<file path="src/decoder_pkg.sv">
package decoder_pkg;
	// Timing: one instruction cycle is four clock periods
	localparam int OSC_PERIODS_PER_CYCLE = 4;
	localparam int CLOCK_MHZ = 250;
	localparam int REF_OSC_MHZ = 4;
	localparam int REF_CYCLE_US = 1;
	localparam int CYCLE_NS = OSC_PERIODS_PER_CYCLE * 1000 / CLOCK_MHZ;

	typedef enum logic [3:0] {
		PH_Q1 = 4'b0001,
		PH_Q2 = 4'b0010,
		PH_Q3 = 4'b0100,
		PH_Q4 = 4'b1000
	} phase_t;

	localparam logic [1:0] PFX_BYTE = 2'h0;
	localparam logic [1:0] PFX_BIT = 2'h1;
	localparam logic [1:0] PFX_JUMP = 2'h2;
	localparam logic [1:0] PFX_LITERAL = 2'h3;

	localparam logic [3:0] OP_STORE_MISC = 4'h0;
	localparam logic [3:0] OP_CLEAR = 4'h1;
	localparam logic [3:0] OP_SUBTRACT = 4'h2;
	localparam logic [3:0] OP_DECREMENT = 4'h3;
	localparam logic [3:0] OP_OR = 4'h4;
	localparam logic [3:0] OP_AND = 4'h5;
	localparam logic [3:0] OP_XOR = 4'h6;
	localparam logic [3:0] OP_ADD = 4'h7;
	localparam logic [3:0] OP_MOVE = 4'h8;
	localparam logic [3:0] OP_COMPLEMENT = 4'h9;
	localparam logic [3:0] OP_INCREMENT = 4'ha;
	localparam logic [3:0] OP_DECREMENT_SKIP = 4'hb;
	localparam logic [3:0] OP_ROTATE_RIGHT = 4'hc;
	localparam logic [3:0] OP_ROTATE_LEFT = 4'hd;
	localparam logic [3:0] OP_SWAP = 4'he;
	localparam logic [3:0] OP_INCREMENT_SKIP = 4'hf;

	localparam logic [3:0] LIT_OR = 4'h8;
	localparam logic [3:0] LIT_AND = 4'h9;
	localparam logic [3:0] LIT_XOR = 4'ha;
	localparam logic [3:0] LIT_UNDEFINED = 4'hb;

	localparam logic [1:0] BIT_CLEAR = 2'h0;
	localparam logic [1:0] BIT_SET = 2'h1;
	localparam logic [1:0] BIT_TEST_CLEAR = 2'h2;
	localparam logic [1:0] BIT_TEST_SET = 2'h3;

	localparam logic [6:0] MISC_RETURN = 7'h08;
	localparam logic [6:0] MISC_INT_RETURN = 7'h09;
	localparam logic [6:0] MISC_SLEEP = 7'h63;
	localparam logic [6:0] MISC_WATCHDOG = 7'h64;

	localparam logic [6:0] TIMER_ZERO_ADDR = 7'h01;
	localparam logic [6:0] STATUS_ADDR = 7'h03;
	localparam logic [6:0] PORT_ADDR = 7'h06;

	localparam int ST_C = 0;
	localparam int ST_DC = 1;
	localparam int ST_Z = 2;
	localparam int ST_POWER_DOWN = 3;
	localparam int ST_TO = 4;
	localparam logic [4:0] STATUS_RESET = 5'h18;

	localparam logic [31:0] CTRL_OFFSET = 32'h0000_0000;
	localparam logic [31:0] STATE_OFFSET = 32'h0000_0004;
	localparam logic [31:0] PC_OFFSET = 32'h0000_0008;
	localparam int CTRL_RUN = 0;
	localparam int CTRL_PRESCALER_T0 = 1;
	localparam logic [1:0] CTRL_RESET = 2'h0;

	// Returns {carry, digit carry, sum}
	function automatic logic [9:0] add_flags(input logic [7:0] a, input logic [7:0] b,
		input logic cin);
		logic [8:0] s9;
		logic [4:0] n5;
		s9 = {1'b0, a} + {1'b0, b} + {8'h00, cin};
		n5 = {1'b0, a[3:0]} + {1'b0, b[3:0]} + {4'h0, cin};
		return {s9[8], n5[4], s9[7:0]};
	endfunction : add_flags
endpackage : decoder_pkg

</file>
<file path="src/regfile_if.sv">
`timescale 1ns/10ps
interface regfile_if;
	logic [6:0] rd_addr;
	logic [7:0] rd_data;
	logic wr_en;
	logic [6:0] wr_addr;
	logic [7:0] wr_data;
	modport core (output rd_addr, output wr_en, output wr_addr, output wr_data, input rd_data);
	modport mem (input rd_addr, input wr_en, input wr_addr, input wr_data, output rd_data);
endinterface : regfile_if

</file>
<file path="src/regfile_mem.sv">
`timescale 1ns/10ps
module regfile_mem (
	input wire logic clock,
	input wire logic reset_n,
	regfile_if.mem rf
);
	logic [7:0] store_reg [0:127];

	always_ff @(posedge clock)
	begin
		if (rf.wr_en)
			store_reg[rf.wr_addr] <= rf.wr_data;
	end

	always_ff @(posedge clock or negedge reset_n)
	begin
		if (!reset_n)
			rf.rd_data <= 8'h00;
		else
			rf.rd_data <= store_reg[rf.rd_addr];
	end
endmodule : regfile_mem

</file>
<file path="src/fourteen_bit_instruction_decoder.sv">
// Design decisions made here: the placing of the registers and the AHB-Lite interface to the registers.
`timescale 1ns/10ps
// Contract
// - Each instruction cycle lasts exactly four clock periods.
// - One cycle per instruction; taken skips and branches add one no-operation cycle.
// - Byte format: register address bits 6..0, bit 7 picks accumulator or register.
// - Bit format: bit index in bits 9..7, register address in bits 6..0.
// - Literal format: eight-bit immediate in low byte, opcode above.
// - Call and jump carry an 11-bit target; bit 11 chooses; two cycles.
// - Register OR, AND, XOR write the chosen destination and touch only zero.
// - Rotates go through carry, write the destination, touch only carry.
// - Decrement/increment-and-skip write destination, no flags, skip when zero.
// - Bit clear, set and two tests; tests skip when met; no flags.
// - Literal OR, AND, XOR land in the accumulator, update only zero.
// - Literal subtract is literal minus accumulator, add sums; carry, digit carry, zero.
// - Load literal leaves flags; return-with-literal loads, returns, two cycles.
// - Standby and watchdog clear take one cycle and set timeout; standby clears power-down, watchdog clear sets it.
// - Read-modify-write on the port register uses the pin levels.
// - Writing the timer-zero register clears the prescaler when assigned to it.
module fourteen_bit_instruction_decoder (
	input wire logic clock,
	input wire logic reset_n,
	input wire logic hsel,
	input wire logic [31:0] haddr,
	input wire logic [1:0] htrans,
	input wire logic hwrite,
	input wire logic [2:0] hsize,
	input wire logic [31:0] hwdata,
	input wire logic hready,
	output logic [31:0] hrdata,
	output logic hreadyout,
	output logic hresp,
	output logic [12:0] prog_addr,
	input wire logic [13:0] prog_data,
	input wire logic [7:0] port_pins,
	output logic [7:0] port_latch,
	input wire logic [12:0] return_addr,
	output logic [12:0] push_addr,
	output logic stack_push,
	output logic stack_pop,
	input wire logic interrupt_taken,
	output logic global_interrupt_enable,
	output logic prescaler_clear,
	output logic sleep_req,
	output logic watchdog_clear
);
	regfile_if rf ();
	regfile_mem u_mem (.clock(clock), .reset_n(reset_n), .rf(rf.mem));

	decoder_pkg::phase_t phase_reg;
	decoder_pkg::phase_t phase_next;
	logic [13:0] instr_reg;
	logic nop_reg;
	logic [7:0] acc_reg;
	logic [4:0] status_reg;
	logic [12:0] pc_reg;
	logic int_enable_reg;
	logic [1:0] ctrl_reg;

	function automatic logic [9:0] byte_result(input logic [3:0] op, input logic [7:0] w,
		input logic [7:0] f, input logic cin);
		logic [9:0] r;
		r = {2'b00, w};
		case (op)
			decoder_pkg::OP_STORE_MISC: r = {2'b00, w};
			decoder_pkg::OP_CLEAR: r = 10'h000;
			decoder_pkg::OP_SUBTRACT: r = decoder_pkg::add_flags(f, ~w, 1'b1);
			decoder_pkg::OP_DECREMENT: r = {2'b00, f - 8'h01};
			decoder_pkg::OP_OR: r = {2'b00, w | f};
			decoder_pkg::OP_AND: r = {2'b00, w & f};
			decoder_pkg::OP_XOR: r = {2'b00, w ^ f};
			decoder_pkg::OP_ADD: r = decoder_pkg::add_flags(f, w, 1'b0);
			decoder_pkg::OP_MOVE: r = {2'b00, f};
			decoder_pkg::OP_COMPLEMENT: r = {2'b00, ~f};
			decoder_pkg::OP_INCREMENT: r = {2'b00, f + 8'h01};
			decoder_pkg::OP_DECREMENT_SKIP: r = {2'b00, f - 8'h01};
			decoder_pkg::OP_ROTATE_RIGHT: r = {f[0], 1'b0, cin, f[7:1]};
			decoder_pkg::OP_ROTATE_LEFT: r = {f[7], 1'b0, f[6:0], cin};
			decoder_pkg::OP_SWAP: r = {2'b00, f[3:0], f[7:4]};
			decoder_pkg::OP_INCREMENT_SKIP: r = {2'b00, f + 8'h01};
		endcase
		return r;
	endfunction : byte_result

	// The x bits of subtract/add and load/return are ignored by testing op[3:2] only
	function automatic logic [9:0] lit_result(input logic [3:0] op, input logic [7:0] w,
		input logic [7:0] k);
		logic [9:0] r;
		r = {2'b00, k};
		if (op[3:2] == 2'b11)
			r = op[1] ? decoder_pkg::add_flags(k, w, 1'b0) : decoder_pkg::add_flags(k, ~w, 1'b1);
		else if (op == decoder_pkg::LIT_OR)
			r = {2'b00, w | k};
		else if (op == decoder_pkg::LIT_AND)
			r = {2'b00, w & k};
		else if (op == decoder_pkg::LIT_XOR)
			r = {2'b00, w ^ k};
		return r;
	endfunction : lit_result

	wire [1:0] prefix = instr_reg[13:12];
	wire [3:0] op4 = instr_reg[11:8];
	wire dest = instr_reg[7];
	wire [6:0] faddr = instr_reg[6:0];
	wire [2:0] bidx = instr_reg[9:7];
	wire [7:0] k8 = instr_reg[7:0];
	wire [10:0] k11 = instr_reg[10:0];
	wire [1:0] bit_op = instr_reg[11:10];
	wire byte_grp = prefix == decoder_pkg::PFX_BYTE;
	wire bit_grp = prefix == decoder_pkg::PFX_BIT;
	wire jump_grp = prefix == decoder_pkg::PFX_JUMP;
	wire lit_grp = prefix == decoder_pkg::PFX_LITERAL;
	wire run = ctrl_reg[decoder_pkg::CTRL_RUN];

	wire commit = phase_reg == decoder_pkg::PH_Q4 && run;
	wire exec = commit && !nop_reg;
	wire misc = byte_grp && op4 == decoder_pkg::OP_STORE_MISC && !dest;
	wire is_return = misc && faddr == decoder_pkg::MISC_RETURN;
	wire is_int_return = misc && faddr == decoder_pkg::MISC_INT_RETURN;
	wire is_sleep = misc && faddr == decoder_pkg::MISC_SLEEP;
	wire is_watchdog = misc && faddr == decoder_pkg::MISC_WATCHDOG;
	wire is_lit_return = lit_grp && op4[3:2] == 2'b01;
	wire any_return = is_return || is_int_return || is_lit_return;

	// Port reads see the pins, so read-modify-write never echoes a stale latch
	wire [7:0] operand = faddr == decoder_pkg::PORT_ADDR ? port_pins :
		faddr == decoder_pkg::STATUS_ADDR ? {3'h0, status_reg} : rf.rd_data;

	wire [9:0] alu_out = byte_grp ? byte_result(op4, acc_reg, operand, status_reg[decoder_pkg::ST_C])
		: lit_result(op4, acc_reg, k8);
	wire [7:0] res = alu_out[7:0];
	wire res_zero = res == 8'h00;
	wire [7:0] bit_mask = 8'h01 << bidx;
	wire bit_value = operand[bidx];
	wire [7:0] bit_res = bit_op == decoder_pkg::BIT_SET ? operand | bit_mask : operand & ~bit_mask;
	wire bit_skip = bit_grp && ((bit_op == decoder_pkg::BIT_TEST_CLEAR && !bit_value) ||
		(bit_op == decoder_pkg::BIT_TEST_SET && bit_value));
	wire zero_skip = byte_grp && res_zero && (op4 == decoder_pkg::OP_DECREMENT_SKIP ||
		op4 == decoder_pkg::OP_INCREMENT_SKIP);
	wire skip = bit_skip || zero_skip;
	wire take_two = jump_grp || any_return || skip;

	// Destination select: bit 7 set writes the register, clear writes the accumulator
	wire wr_file = exec && ((byte_grp && dest) || (bit_grp && !bit_op[1]));
	wire wr_acc = exec && ((byte_grp && !dest && !misc) ||
		(lit_grp && op4 != decoder_pkg::LIT_UNDEFINED));
	wire [7:0] wr_data = byte_grp ? res : bit_res;
	assign rf.rd_addr = faddr;
	assign rf.wr_en = wr_file;
	assign rf.wr_addr = faddr;
	assign rf.wr_data = wr_data;

	// Flag update sets per opcode group
	wire byte_alu = byte_grp && !misc;
	wire upd_z = exec && ((byte_alu && op4 != decoder_pkg::OP_STORE_MISC &&
		op4 <= decoder_pkg::OP_INCREMENT) || (lit_grp && op4[3] &&
		op4 != decoder_pkg::LIT_UNDEFINED));
	wire upd_cdc = exec && ((byte_alu && (op4 == decoder_pkg::OP_ADD ||
		op4 == decoder_pkg::OP_SUBTRACT)) || (lit_grp && op4[3:2] == 2'b11));
	wire upd_c = upd_cdc || (exec && byte_alu && (op4 == decoder_pkg::OP_ROTATE_LEFT ||
		op4 == decoder_pkg::OP_ROTATE_RIGHT));
	wire st_write = wr_file && faddr == decoder_pkg::STATUS_ADDR;
	wire [4:0] st_base = st_write ? {status_reg[4:3], wr_data[2:0]} : status_reg;
	wire st_to = (exec && (is_sleep || is_watchdog)) ? 1'b1 : st_base[decoder_pkg::ST_TO];
	wire st_power_down = exec && is_sleep ? 1'b0 : exec && is_watchdog ? 1'b1 :
		st_base[decoder_pkg::ST_POWER_DOWN];
	wire st_z = upd_z ? res_zero : st_base[decoder_pkg::ST_Z];
	wire st_dc = upd_cdc ? alu_out[8] : st_base[decoder_pkg::ST_DC];
	wire st_c = upd_c ? alu_out[9] : st_base[decoder_pkg::ST_C];
	wire [4:0] status_next = {st_to, st_power_down, st_z, st_dc, st_c};

	wire [12:0] pc_plus1 = pc_reg + 13'h0001;
	wire [12:0] pc_plus2 = pc_reg + 13'h0002;
	wire [12:0] pc_next = any_return ? return_addr : jump_grp ? {pc_reg[12:11], k11} :
		skip ? pc_plus2 : pc_plus1;
	wire tmr_clear = wr_file && faddr == decoder_pkg::TIMER_ZERO_ADDR &&
		ctrl_reg[decoder_pkg::CTRL_PRESCALER_T0];
	wire int_enable_next = (exec && is_int_return) ? 1'b1 : interrupt_taken ? 1'b0 :
		int_enable_reg;

	// Phase ring only turns while running
	always_comb
	begin
		phase_next = phase_reg;
		unique case (phase_reg)
			decoder_pkg::PH_Q1: phase_next = run ? decoder_pkg::PH_Q2 : decoder_pkg::PH_Q1;
			decoder_pkg::PH_Q2: phase_next = run ? decoder_pkg::PH_Q3 : decoder_pkg::PH_Q2;
			decoder_pkg::PH_Q3: phase_next = run ? decoder_pkg::PH_Q4 : decoder_pkg::PH_Q3;
			decoder_pkg::PH_Q4: phase_next = run ? decoder_pkg::PH_Q1 : decoder_pkg::PH_Q4;
			default: phase_next = decoder_pkg::PH_Q1;
		endcase
	end

	always_ff @(posedge clock or negedge reset_n)
	begin
		if (!reset_n)
		begin
			phase_reg <= decoder_pkg::PH_Q1;
			instr_reg <= 14'h0000;
			nop_reg <= 1'b0;
		end
		else
		begin
			phase_reg <= phase_next;
			if (run && phase_reg == decoder_pkg::PH_Q1)
				instr_reg <= prog_data;
			if (commit)
				nop_reg <= exec && take_two;
		end
	end

	always_ff @(posedge clock or negedge reset_n)
	begin
		if (!reset_n)
		begin
			acc_reg <= 8'h00;
			status_reg <= decoder_pkg::STATUS_RESET;
			pc_reg <= 13'h0000;
			int_enable_reg <= 1'b0;
			port_latch <= 8'h00;
		end
		else
		begin
			if (wr_acc)
				acc_reg <= res;
			status_reg <= status_next;
			if (exec)
				pc_reg <= pc_next;
			int_enable_reg <= int_enable_next;
			if (wr_file && faddr == decoder_pkg::PORT_ADDR)
				port_latch <= wr_data;
		end
	end

	always_ff @(posedge clock or negedge reset_n)
	begin
		if (!reset_n)
		begin
			push_addr <= 13'h0000;
			stack_push <= 1'b0;
			stack_pop <= 1'b0;
			prescaler_clear <= 1'b0;
			sleep_req <= 1'b0;
			watchdog_clear <= 1'b0;
		end
		else
		begin
			push_addr <= pc_plus1;
			stack_push <= exec && jump_grp && !instr_reg[11];
			stack_pop <= exec && any_return;
			prescaler_clear <= tmr_clear;
			sleep_req <= exec && is_sleep;
			watchdog_clear <= exec && is_watchdog;
		end
	end

	assign prog_addr = pc_reg;
	assign global_interrupt_enable = int_enable_reg;

	// Bus slave: zero wait states, so reads are sampled in the address phase
	wire ahb_take = hsel && htrans[1] && hready;
	wire [31:0] read_word = haddr == decoder_pkg::CTRL_OFFSET ? {30'h0, ctrl_reg} :
		haddr == decoder_pkg::STATE_OFFSET ? {18'h0, int_enable_reg, status_reg, acc_reg} :
		haddr == decoder_pkg::PC_OFFSET ? {19'h0, pc_reg} : 32'h0000_0000;
	logic wr_pend_reg;
	logic [31:0] wr_addr_reg;

	always_ff @(posedge clock or negedge reset_n)
	begin
		if (!reset_n)
		begin
			wr_pend_reg <= 1'b0;
			wr_addr_reg <= 32'h0000_0000;
			hrdata <= 32'h0000_0000;
			hreadyout <= 1'b1;
			hresp <= 1'b0;
			ctrl_reg <= decoder_pkg::CTRL_RESET;
		end
		else
		begin
			wr_pend_reg <= ahb_take && hwrite;
			wr_addr_reg <= haddr;
			hrdata <= (ahb_take && !hwrite) ? read_word : 32'h0000_0000;
			hreadyout <= 1'b1;
			hresp <= 1'b0;
			if (wr_pend_reg && wr_addr_reg == decoder_pkg::CTRL_OFFSET)
				ctrl_reg <= hwdata[1:0];
		end
	end
endmodule : fourteen_bit_instruction_decoder

</file>
<file path="config.mk">
export PLATFORM = sky130hd
export DESIGN_NAME = fourteen_bit_instruction_decoder
export DESIGN_NICKNAME = d
export VERILOG_FILES = /design/src/decoder_pkg.sv /design/src/regfile_if.sv /design/src/regfile_mem.sv /design/src/fourteen_bit_instruction_decoder.sv
export SDC_FILE = /design/constraint.sdc
export NUM_CORES = 1
export LEC_CHECK = 0
export ABC_AREA = 1
export BUFFER_PORTS_ARGS = -buffer_cell sky130_fd_sc_hd__buf_2
export CORE_ASPECT_RATIO = 1.1
export CORE_MARGIN = 2
export CORE_UTILIZATION = 25
export CTS_CLUSTER_SIZE = 28
export DETAILED_ROUTE_END_ITERATION = 8
export SETUP_SLACK_MARGIN = 0.4
export SLEW_MARGIN = 20
export SYNTH_ARGS = -nofsm -noshare
export SYNTH_HDL_FRONTEND = slang
export SYNTH_SLANG_ARGS = --single-unit
</file>
<file path="constraint.sdc">
create_clock -name clock -period 14.7 [get_ports clock]
set_input_delay 2.94 -clock clock [delete_from_list [all_inputs] [get_ports clock]]
set_output_delay 2.94 -clock clock [all_outputs]
set_load 0.03 [all_outputs]
</file>
# Word-level counts from Yosys, hierarchy flattened
# Memories as Yosys holds them, arrays and structs flattened. A register that Yosys moved wholly into a read port is not among the register bits.
# Cells that the tools add are included.
[totals]
regBits = 121
ramBits = 1024
output_inout_bits = 74
word_cells = 212
memories = 1
[op_classes]
n_addsub = 16
order_cmp = 2
n_eq_ne = 36
shift = 1
muxes = 36
bitwise = 11
reduce_logical = 86
[memory_table]
columns = ["memory", "depth", "width", "rd", "rd_clocked_by_memory_dff", "write_ports", "line_no", "rtl"]
rows = [
  ["u_mem.store_reg", 128, 8, 1, 1, 1, "regfile_mem.sv:7", "logic [7:0] store_reg [0:127];"],
]
[op_table]
columns = ["op", "count"]
rows = [
  ["one-hot mux 10 bit (14 select lines)", 1],
  ["logical NOT 32 bit", 2],
  ["2-to-1 mux 8 bit", 7],
  ["2-to-1 mux 13 bit", 4],
  ["logical AND 1 bit", 50],
  ["2-to-1 mux 14 bit", 3],
  ["adder 8 x 8 -> 9 bit", 4],
  ["== test 4 bit, second input constant", 9],
  ["== test 32 x 3 -> 1 bit, second input constant", 1],
  ["== test 32 x 4 -> 1 bit, second input constant", 1],
  ["2-to-1 mux 10 bit", 3],
  ["AND 8 bit", 3],
  ["NOT 8 bit", 3],
  ["OR 8 bit", 3],
  ["adder 4 x 4 -> 5 bit", 4],
  ["== test 4 x 3 -> 1 bit, second input constant", 5],
  ["adder 9 x 1 -> 9 bit, second input constant", 2],
  ["one-hot mux 4 bit (4 select lines)", 1],
  ["XOR 8 bit", 2],
  ["logical OR 1 bit", 15],
  ["== test 7 x 4 -> 1 bit, second input constant", 2],
  ["== test 7 bit, second input constant", 2],
  ["adder 13 x 1 -> 13 bit, second input constant", 1],
  ["adder 13 x 2 -> 13 bit, second input constant", 1],
  ["other kinds (28)", 59],
]

# Logic depth before layout (Yosys ltp)
# Gate-level depths: netlist of the first run.
[logic_depth]
depth_word = 14
depth_mapped = 32
ltp_nobuf = 30

# Hierarchy
# Synthesis of the first run repeated with hierarchy kept, for this count alone.
[hier_totals]
cells_unflattened = 4809
hier_area_um2 = 51345.5
[modules_own_cells]
columns = ["module", "instances", "cells_each", "area_per_inst_um2", "seq_area_each_um2"]
rows = [
  ["regfile_mem", 1, 3576, 42335.6, 30949.7],
  ["fourteen_bit_instruction_decoder", 1, 1233, 9009.9, 3005.4],
]

# Least setup slack after synthesis of the first run
# No wires, ideal clock.
[synth_timing]
kind = "input -> register"
from = "in port_pins[7]"
to = "mem u_mem.store_reg[0][7] (data pin)"
setup_ns = 1.207
t_arrival_ns = 8.287
required_ns = 13.493
slack_ns = 5.207
stages = 4
path_buffers = 0
path_cell_list = "nand2_1 nand2_2 a22oi_1 o21ai_0"
[synth_via]
elab_chain_len = 6
elab_cells_between_ends = 16
[synth_rtl]
columns = ["item", "line_no", "rtl"]
rows = [
  ["from (decl)", "fourteen_bit_instruction_decoder.sv:35", "input wire logic [7:0] port_pins,"],
  ["2-to-1 mux 8 bit (*)", "fourteen_bit_instruction_decoder.sv:126", "wire [7:0] operand = faddr == decoder_pkg::PORT_ADDR ? port_pins :"],
  ["adder 8 x 8 -> 9 bit", "decoder_pkg.sv:76", "s9 = {1'b0, a} + {1'b0, b} + {8'h00, cin};"],
  ["adder 9 x 1 -> 9 bit", "decoder_pkg.sv:76", ""],
  ["one-hot mux 10 bit (14 select lines)", "fourteen_bit_instruction_decoder.sv:64", "case (op)"],
  ["2-to-1 mux 10 bit", "fourteen_bit_instruction_decoder.sv:129", "wire [9:0] alu_out = byte_grp ? byte_result(op4, acc_reg, operand, status_reg[decoder_pkg::ST_C])"],
  ["2-to-1 mux 8 bit (*)", "fourteen_bit_instruction_decoder.sv:147", "wire [7:0] wr_data = byte_grp ? res : bit_res;"],
  ["via rf.wr_data[7]", "regfile_if.sv:7", "logic [7:0] wr_data;"],
  ["to (decl)", "regfile_mem.sv:7", ""],
]
# Mark *: on every way through the listed nets, which the timed path passes. The rest lies on a longest branch.

# Final worst setup path of the first run
[layout_timing]
from = "in port_pins[0]"
to = "mem u_mem.store_reg[121][6] (data pin)"
[layout_via]
elab_chain_len = 6
elab_cells_between_ends = 9
[layout_rtl]
columns = ["item", "line_no"]
rows = [
  ["2-to-1 mux 8 bit (*)", "fourteen_bit_instruction_decoder.sv:126"],
  ["adder 8 x 8 -> 9 bit", "decoder_pkg.sv:76"],
  ["adder 9 x 1 -> 9 bit", "decoder_pkg.sv:76"],
  ["one-hot mux 10 bit (14 select lines) (*)", "fourteen_bit_instruction_decoder.sv:64"],
  ["2-to-1 mux 10 bit (*)", "fourteen_bit_instruction_decoder.sv:129"],
  ["2-to-1 mux 8 bit (*)", "fourteen_bit_instruction_decoder.sv:147"],
  ["via rf.wr_data[6]", "regfile_if.sv:7"],
]
# Marked as above.

==> qor.csv, run 1 <==
stage,metric,value,unit
run_status,status,completed,
detailed_routing,Vias,30500,
sta,setup_tns,0,ns
sta,period utilization,44.4,%
hold_path,Hold Path Depth,2,
floorplanning,Cell Rows,166,
floorplanning,DIE AREA,192000,sq um
synth,top post-synthesis cells by area,"edfxtp_1 65%, a22oi_1 7.9%, dfrtp_1 6.7%, a21oi_1 3.5%, nand2_1 3.2%",
floorplanning,Die W,418,um
synth,commonest cells in the synthesized netlist,"1024 x edfxtp_1, 492 x a22oi_1, 407 x nand2_1, 325 x a21oi_1, 240 x nor2_1",
cts,# Post-CTS Setup Buffers,0,
cells_and_area,Layout Area Growth over Synthesis,14.5,%
cts,TritonCTS buffer count,105,
power_and_ir_drop,Max rail drop VDD,0.0939,mV
setup_path,cell mode on critical path,nand2_1,
floorplanning,CORE AREA,187000,sq um
setup_path,crit end category,register,
cells_and_area,ratio of cells with drive above 1 in the final layout,10.9,%
cells_and_area,Finished Layout Cells,6147,
detailed_routing,total wire length,132000,um
global_route,met2 Use GR,22.3,%
power_and_ir_drop,leakage power,17.9,nW
power_and_ir_drop,overall power,7.69,mW
detailed_routing,wire per inst,21.5,um
global_route,number of global-route vias before repair,29800,
detailed_routing,DRC errors left,0,
global_route,GRT overflow,0,
synth,Syn. warnings,0,
detailed_routing,DRT antenna net count,0,
setup_path,startpoint types,input pin,
place,Cells after DPL,5956,
sta,Final min period,6.53,ns
cells_and_area,nets,3793,
place,HPWL after DPL,81000,um
setup_path,WS Path Type,input pin to register,
setup_path,Critical Path Stages,20,
sta,Slew headroom,22.3,%
synth,"Distinct cells, synth",65,
global_route,Top Usage Layer GRT,met2,
cells_and_area,post-route cell area,53900,sq um
setup_path,worst path arrival time,6.92,ns
synth,"FF+latch count, synth",1152,
synth,ys async rst share,11.1,%
synth,most numerous cell in the Yosys netlist,edfxtp_1,
cts,root buffer cell,clkbuf_16,
hold_path,worst hold path type,register to register,
detailed_routing,Starting DRT DRC Count,3463,
synth,number of synthesized flops with an enable pin,1024,
cells_and_area,max reg flops,1024,
global_route,met3 usage,1.71,%
setup_path,crit path max fanout,72,
cts,clk_lat worst skew,0.71,ns
floorplanning,I/O pin count,184,
synth,mapped cell area,47000,sq um
synth,main flop type after synthesis,edfxtp_1,
synth,Yosys top cell area share,65.4,%
detailed_routing,Vias/cell,4.96,
synth,Mean Syn Cell Area,13.3,sq um
cts,clock buffer depth,3,
synth,"area leader, netlist",edfxtp_1,
floorplanning,Initial Utilization,25.2,%
power_and_ir_drop,pwr dens,143,nW/um^2
place,gpl congestion,0.929,
sta,actual transition at the worst max-transition pin,1.15,ns
setup_path,WP buf/inv,4,
detailed_routing,DR pass1 iterations,8,
place,Placed Area,50500,sq um
sta,RSZ-0062 raised after global routing,false,
global_route,total track usage,13.3,%
synth,Mapped Cells,3531,
cts,hold buffer count at cts,0,
cells_and_area,ant diodes,0,
setup_path,CP peak stage delay,0.69,ns
floorplanning,Die H,459,um
global_route,largest net degree at the start of global routing,152,
setup_path,Required @ worst endpoint,15.09,ns
sta,Slew Limit Fails,0,
cts,CTS resizes,0,
setup_path,"CP delay by family, top",simple AND/OR/NAND/NOR gates,
setup_path,cells along the critical path,buf_2 > or2_4 > nand2_2 > inv_2 > ha_1 > fa_1 > nand3_1 > nand2_1 > a21oi_1 > o21ai_0 > nand2_1 > nand2_1 > nor2_1 > nor2_1 > nand2_1 > inv_1 > nand2_1 > nand2_1 > nand2_4 > buf_4,
global_route,global-route wire length before repair,195000,um
cts,CTS tree,yes,
cts,CTS H-Tree Depth,3,
setup_path,worst reg2reg path depth,22,
cts,total clock sinks,1152,
global_route,initial antenna violation count,1,
setup_path,Slowest cell on crit path,buf_4,
global_route,met1 Use GR,17.4,%
sta,final hold viol count,0,
sta,# setup viols final,0,
sta,Worst Skew,0.0352,ns
cts,clock-pin slew on the worst setup and hold paths,0.06,ns
synth,sequential fraction of the synthesis area,72.2,%
sta,Max Clock Freq,153,MHz
place,# port buffers,129,
run,maxcap violations,0,
## metrics by stage
| step | hold WS (ns) | setup WS, ns | util, % |
|---|---|---|---|
| finish | 0.477 | 8.17 | 28.9 |
| global route | 0.503 | 7.98 | 28.9 |
| CTS | 0.487 | 8.29 | 28.9 |
| detailed placement | 0.471 | 7.57 | 27.1 |
| global placement | 0.463 | 7.59 | 27.0 |
| floorplan | 0.459 | 5.21 | - |
## power by group
group	internal [mW]	leakage, nW	total [mW]	switching [mW]
Combinational	0.276	5.42	1.11	0.839
Clock	1.52	1.64	2.72	1.20
Sequential	3.77	10.8	3.85	0.0789
## final cells by class
| class | count | area (sq um) |
|---|---|---|
| Fill cell | 18800 | 133000 |
| Sequential cell | 1152 | 34000 |
| Multi-Input combinational cell | 2018 | 11700 |
| Tap cell | 2436 | 3050 |
| Clock buffer | 139 | 2850 |
| Timing Repair Buffer | 175 | 1070 |
| Inverter | 175 | 674 |
| Clock inverter | 52 | 541 |
## layer usage
layer,share of wire [%],vias to the layer above
li1,-,13600
met1,41,15200
met2,48,1389
met3,7.2,231
met4,3.6,0
met5,0,-
## worst paths after layout
path / startpoint / end / slack, ns
setup / recovery: port_pins[0] / u_mem.store_reg[121][6] / 8.17
hold / removal: port_latch[1] / port_latch[1] / 0.48
setup reg to reg: instr_reg[5] / u_mem.store_reg[121][6] / 8.95
hold reg to reg: port_latch[1] / port_latch[1] / 0.48
max in group asynchronous: reset_n / wr_addr_reg[5] / 11.11
min in group asynchronous: reset_n / port_latch[3] / 2.17
## kinds of logic after synthesis
| logic type | after synthesis | share of synthesized area [%] |
|---|---|---|
| and+or+nand+nor | 883 | 8.22 |
| muxes | 1 | 0.0239 |
| AOI/OAI and AO/OA | 1040 | 14.4 |
| buffers and inverters | 379 | 3.24 |
| xor gates and xnor gates | 18 | 0.335 |
| adders and majority gates | 56 | 1.57 |
| DFF | 1152 | 72.2 |
| other | 2 | 0.0160 |
## worst min-delay path: stages, from the launching register on
cell     delay (ns)
dfrtp_1        0.34
nand2_1        0.05
nand2_1        0.05
## cell usage in the layout (no fill, tap or decap), drive strengths merged, types with 5 or more instances in the layout
cell type	synthesis	routed
o21ai	102	102
or4	15	15
ha	51	51
dfrtp	126	126
clkinv	6	38
nor4	46	46
bufinv	0	9
a211oi	12	12
clkbuf	136	139
xor2	17	17
edfxtp	1024	1024
or2	8	8
or3	7	7
o311ai	8	8
buf	68	175
o21bai	5	5
a31oi	25	25
nor3	33	33
a21oi	326	326
o211ai	15	15
fa	5	5
nand3	80	80
nand4	19	19
a221oi	14	14
inv	169	176
nor2	250	250
o32ai	5	5
o41ai	8	8
conb	2	20
a22oi	492	492
nand2	420	420
No activity file was read; power rests on OpenSTA's default activity.
==> run 2, diff against run 1 <==
Clock period 14.7 ns to 6.8 ns, I/O delays scaled along.
==> run 2 against run 1 <==
Sequential share of layout area down 0.41 points; clock-buffer cell count down 2; worst setup slack worse by 6.6 ns; global-route usage up 0.13 points; final area up 0.65%; utilization up 0.19 points; worst hold slack better by 0.0078 ns; critical endpoint is now prog_addr[7]; largest power group unchanged.
==> qor.csv, run 2 (same netlist as run 1, synthesis figures left out) <==
stage,metric,value,unit,change
run_status,status,completed,,
place,DP Worst Slack,1.64,ns,-5.92 ns
sta,period utilization,77.0,%,
sta,Final min period,5.24,ns,
floorplanning,Cell Rows,166,,unchanged
sta,final hold viol count,0,,unchanged
detailed_routing,wire per inst,21.7,um,+0.91%
global_route,largest net degree at the start of global routing,100,,-34%
cts,hold buffer count at cts,0,,unchanged
cts,clk_lat worst skew,0.73,ns,+0.02 ns
sta,final worst slack,1.56,ns,-6.60 ns
cts,CTS H-Tree Depth,3,,unchanged
setup_path,crit path max fanout,15,,-79%
sta,setup_tns,0,ns,unchanged
detailed_routing,DR pass1 iterations,6,,-2
setup_path,crit end category,register,,
cts,TritonCTS buffer count,109,,+3.8%
sta,Slew headroom,19.5,%,-2.7 points
sta,Max Clock Freq,191,MHz,
sta,RSZ-0062 raised after global routing,false,,
place,HPWL after DPL,82400,um,+1.8%
sta,Slew Limit Fails,0,,unchanged
detailed_routing,Starting DRT DRC Count,3261,,-5.8%
cts,# Post-CTS Setup Buffers,0,,unchanged
setup_path,Required @ worst endpoint,7.44,ns,-7.65 ns
floorplanning,Die W,418,um,unchanged
global_route,initial antenna violation count,5,,+4
detailed_routing,Vias,30500,,+0.18%
hold_path,worst hold path type,register to register,,
cts,root buffer cell,clkbuf_16,,
setup_path,WS Path Type,register to register,,
floorplanning,Die H,459,um,unchanged
detailed_routing,DRT antenna net count,0,,unchanged
place,Placed Area,50600,sq um,+0.26%
detailed_routing,Vias/cell,4.94,,-0.30%
place,# port buffers,129,,unchanged
global_route,GRT overflow,0,,unchanged
cts,CTS resizes,0,,unchanged
global_route,global-route wire length before repair,196000,um,+0.74%
power_and_ir_drop,leakage power,18.0,nW,+0.91%
place,gpl congestion,0.936,,+0.73%
setup_path,worst path arrival time,5.88,ns,-1.04 ns
cells_and_area,ant diodes,0,,unchanged
setup_path,worst flop-to-flop path startpoint,instr_reg[5],,
hold_path,hold_sp,port_latch[7],,
cells_and_area,Layout Area Growth over Synthesis,15.3,%,
sta,actual transition at the worst max-transition pin,1.19,ns,+0.0411 ns
run,maxcap violations,0,,unchanged
global_route,number of global-route vias before repair,29600,,-0.76%
cells_and_area,"commonest non-fill, non-tap cell in the layout",edfxtp_1,,
cells_and_area,max reg flops,1024,,unchanged
setup_path,crit path from,instr_reg[5],,
cells_and_area,post-route cell area,54200,sq um,+0.65%
global_route,total track usage,13.4,%,+0.13 points
detailed_routing,total wire length,134000,um,+1.4%
power_and_ir_drop,pwr dens,310,nW/um^2,+120%
cells_and_area,nets,3813,,+0.53%
floorplanning,I/O pin count,184,,unchanged
sta,Worst Skew,0.0380,ns,+0.00285 ns
floorplanning,DIE AREA,192000,sq um,unchanged
detailed_routing,DRC errors left,0,,unchanged
floorplanning,Initial Utilization,25.2,%,unchanged
cells_and_area,ratio of cells with drive above 1 in the final layout,11.6,%,+0.71 points
cts,clock-pin slew on the worst setup and hold paths,0.07,ns,about the same
cts,CTS tree,yes,,
power_and_ir_drop,Max rail drop VDD,0.209,mV,+120%
cts,total clock sinks,1152,,unchanged
setup_path,startpoint types,register,,
cts,clock buffer depth,3,,unchanged
sta,# setup viols final,0,,unchanged
floorplanning,CORE AREA,187000,sq um,unchanged
power_and_ir_drop,overall power,16.8,mW,+120%
cells_and_area,most frequent cells in the layout,"1024 x edfxtp_1, 492 x a22oi_1, 396 x nand2_1",,
==> run 2: critical path: stages, from the launching register on <==
cell and delay (ns):
dfrtp_1 0.52, nor2_2 0.53, nand3_2 0.36, nand2_1 0.22
nand3_2 0.14, nand2_2 0.20, inv_2 0.09, ha_1 0.25
fa_1 0.46, nand3_1 0.11, nand2_1 0.11, a21oi_1 0.18
o21ai_0 0.13, nand2_1 0.10, nand2_1 0.05, nor2_1 0.09
nor2_1 0.07, nand2_1 0.06, inv_1 0.04, nand2_1 0.06
nand2_1 0.13, nand2_1 0.17, nor2_4 0.06, nand3_4 0.16
nand2_4 0.17, nor2_2 0.40, nand2_1 0.11, a21boi_1 0.16
==> run 2: final cells by class <==
cell class	instances	area, sq um
clock inverters	68	652
repair buffers	191	1240
fillers	18700	132000
multi-input cells	2018	11700
well taps	2436	3050
flip-flops and latches	1152	34000
inverters	175	674
clock buffers	137	2910
==> run 2: report_power, final <==
group / leakage (nW) / switching (mW) / internal, mW
combinational: 5.52 / 1.81 / 0.610
sequential: 10.8 / 0.181 / 8.16
clock: 1.70 / 2.68 / 3.38
==> run 2: metrics by stage <==
step | hold WS [ns] | std cells | util [%]
2_1_floorplan | 0.459 | 3549 | -
3_3_place_gp | 0.461 | 5970 | 27.1
3_5_place_dp | 0.466 | 5970 | 27.1
4_1_cts | 0.484 | 6175 | 29.0
5_1_grt | 0.492 | 6177 | 29.1
6_report | 0.485 | 6177 | 29.1
==> run 2: layer usage <==
metal  share of wire [%]  GRT usage (%)
met5               0.033              0
met4                 3.8           5.47
met3                 7.2           2.09
met2                  48           22.2
met1                  41           17.4
==> run 2: path summary, 6_finish.rpt <==
| path | endpoint | slack (ns) | depth (start not counted) |
|---|---|---|---|
| max | prog_addr[7] | 1.56 | 27 |
| min | port_latch[7] | 0.48 | 2 |
| max reg2reg | prog_addr[7] | 1.56 | 27 |
| min reg2reg | port_latch[7] | 0.48 | 2 |
| max in group asynchronous | wr_addr_reg[8] | 4.89 | 2 |
| min in group asynchronous | hrdata[10] | 0.61 | 1 |
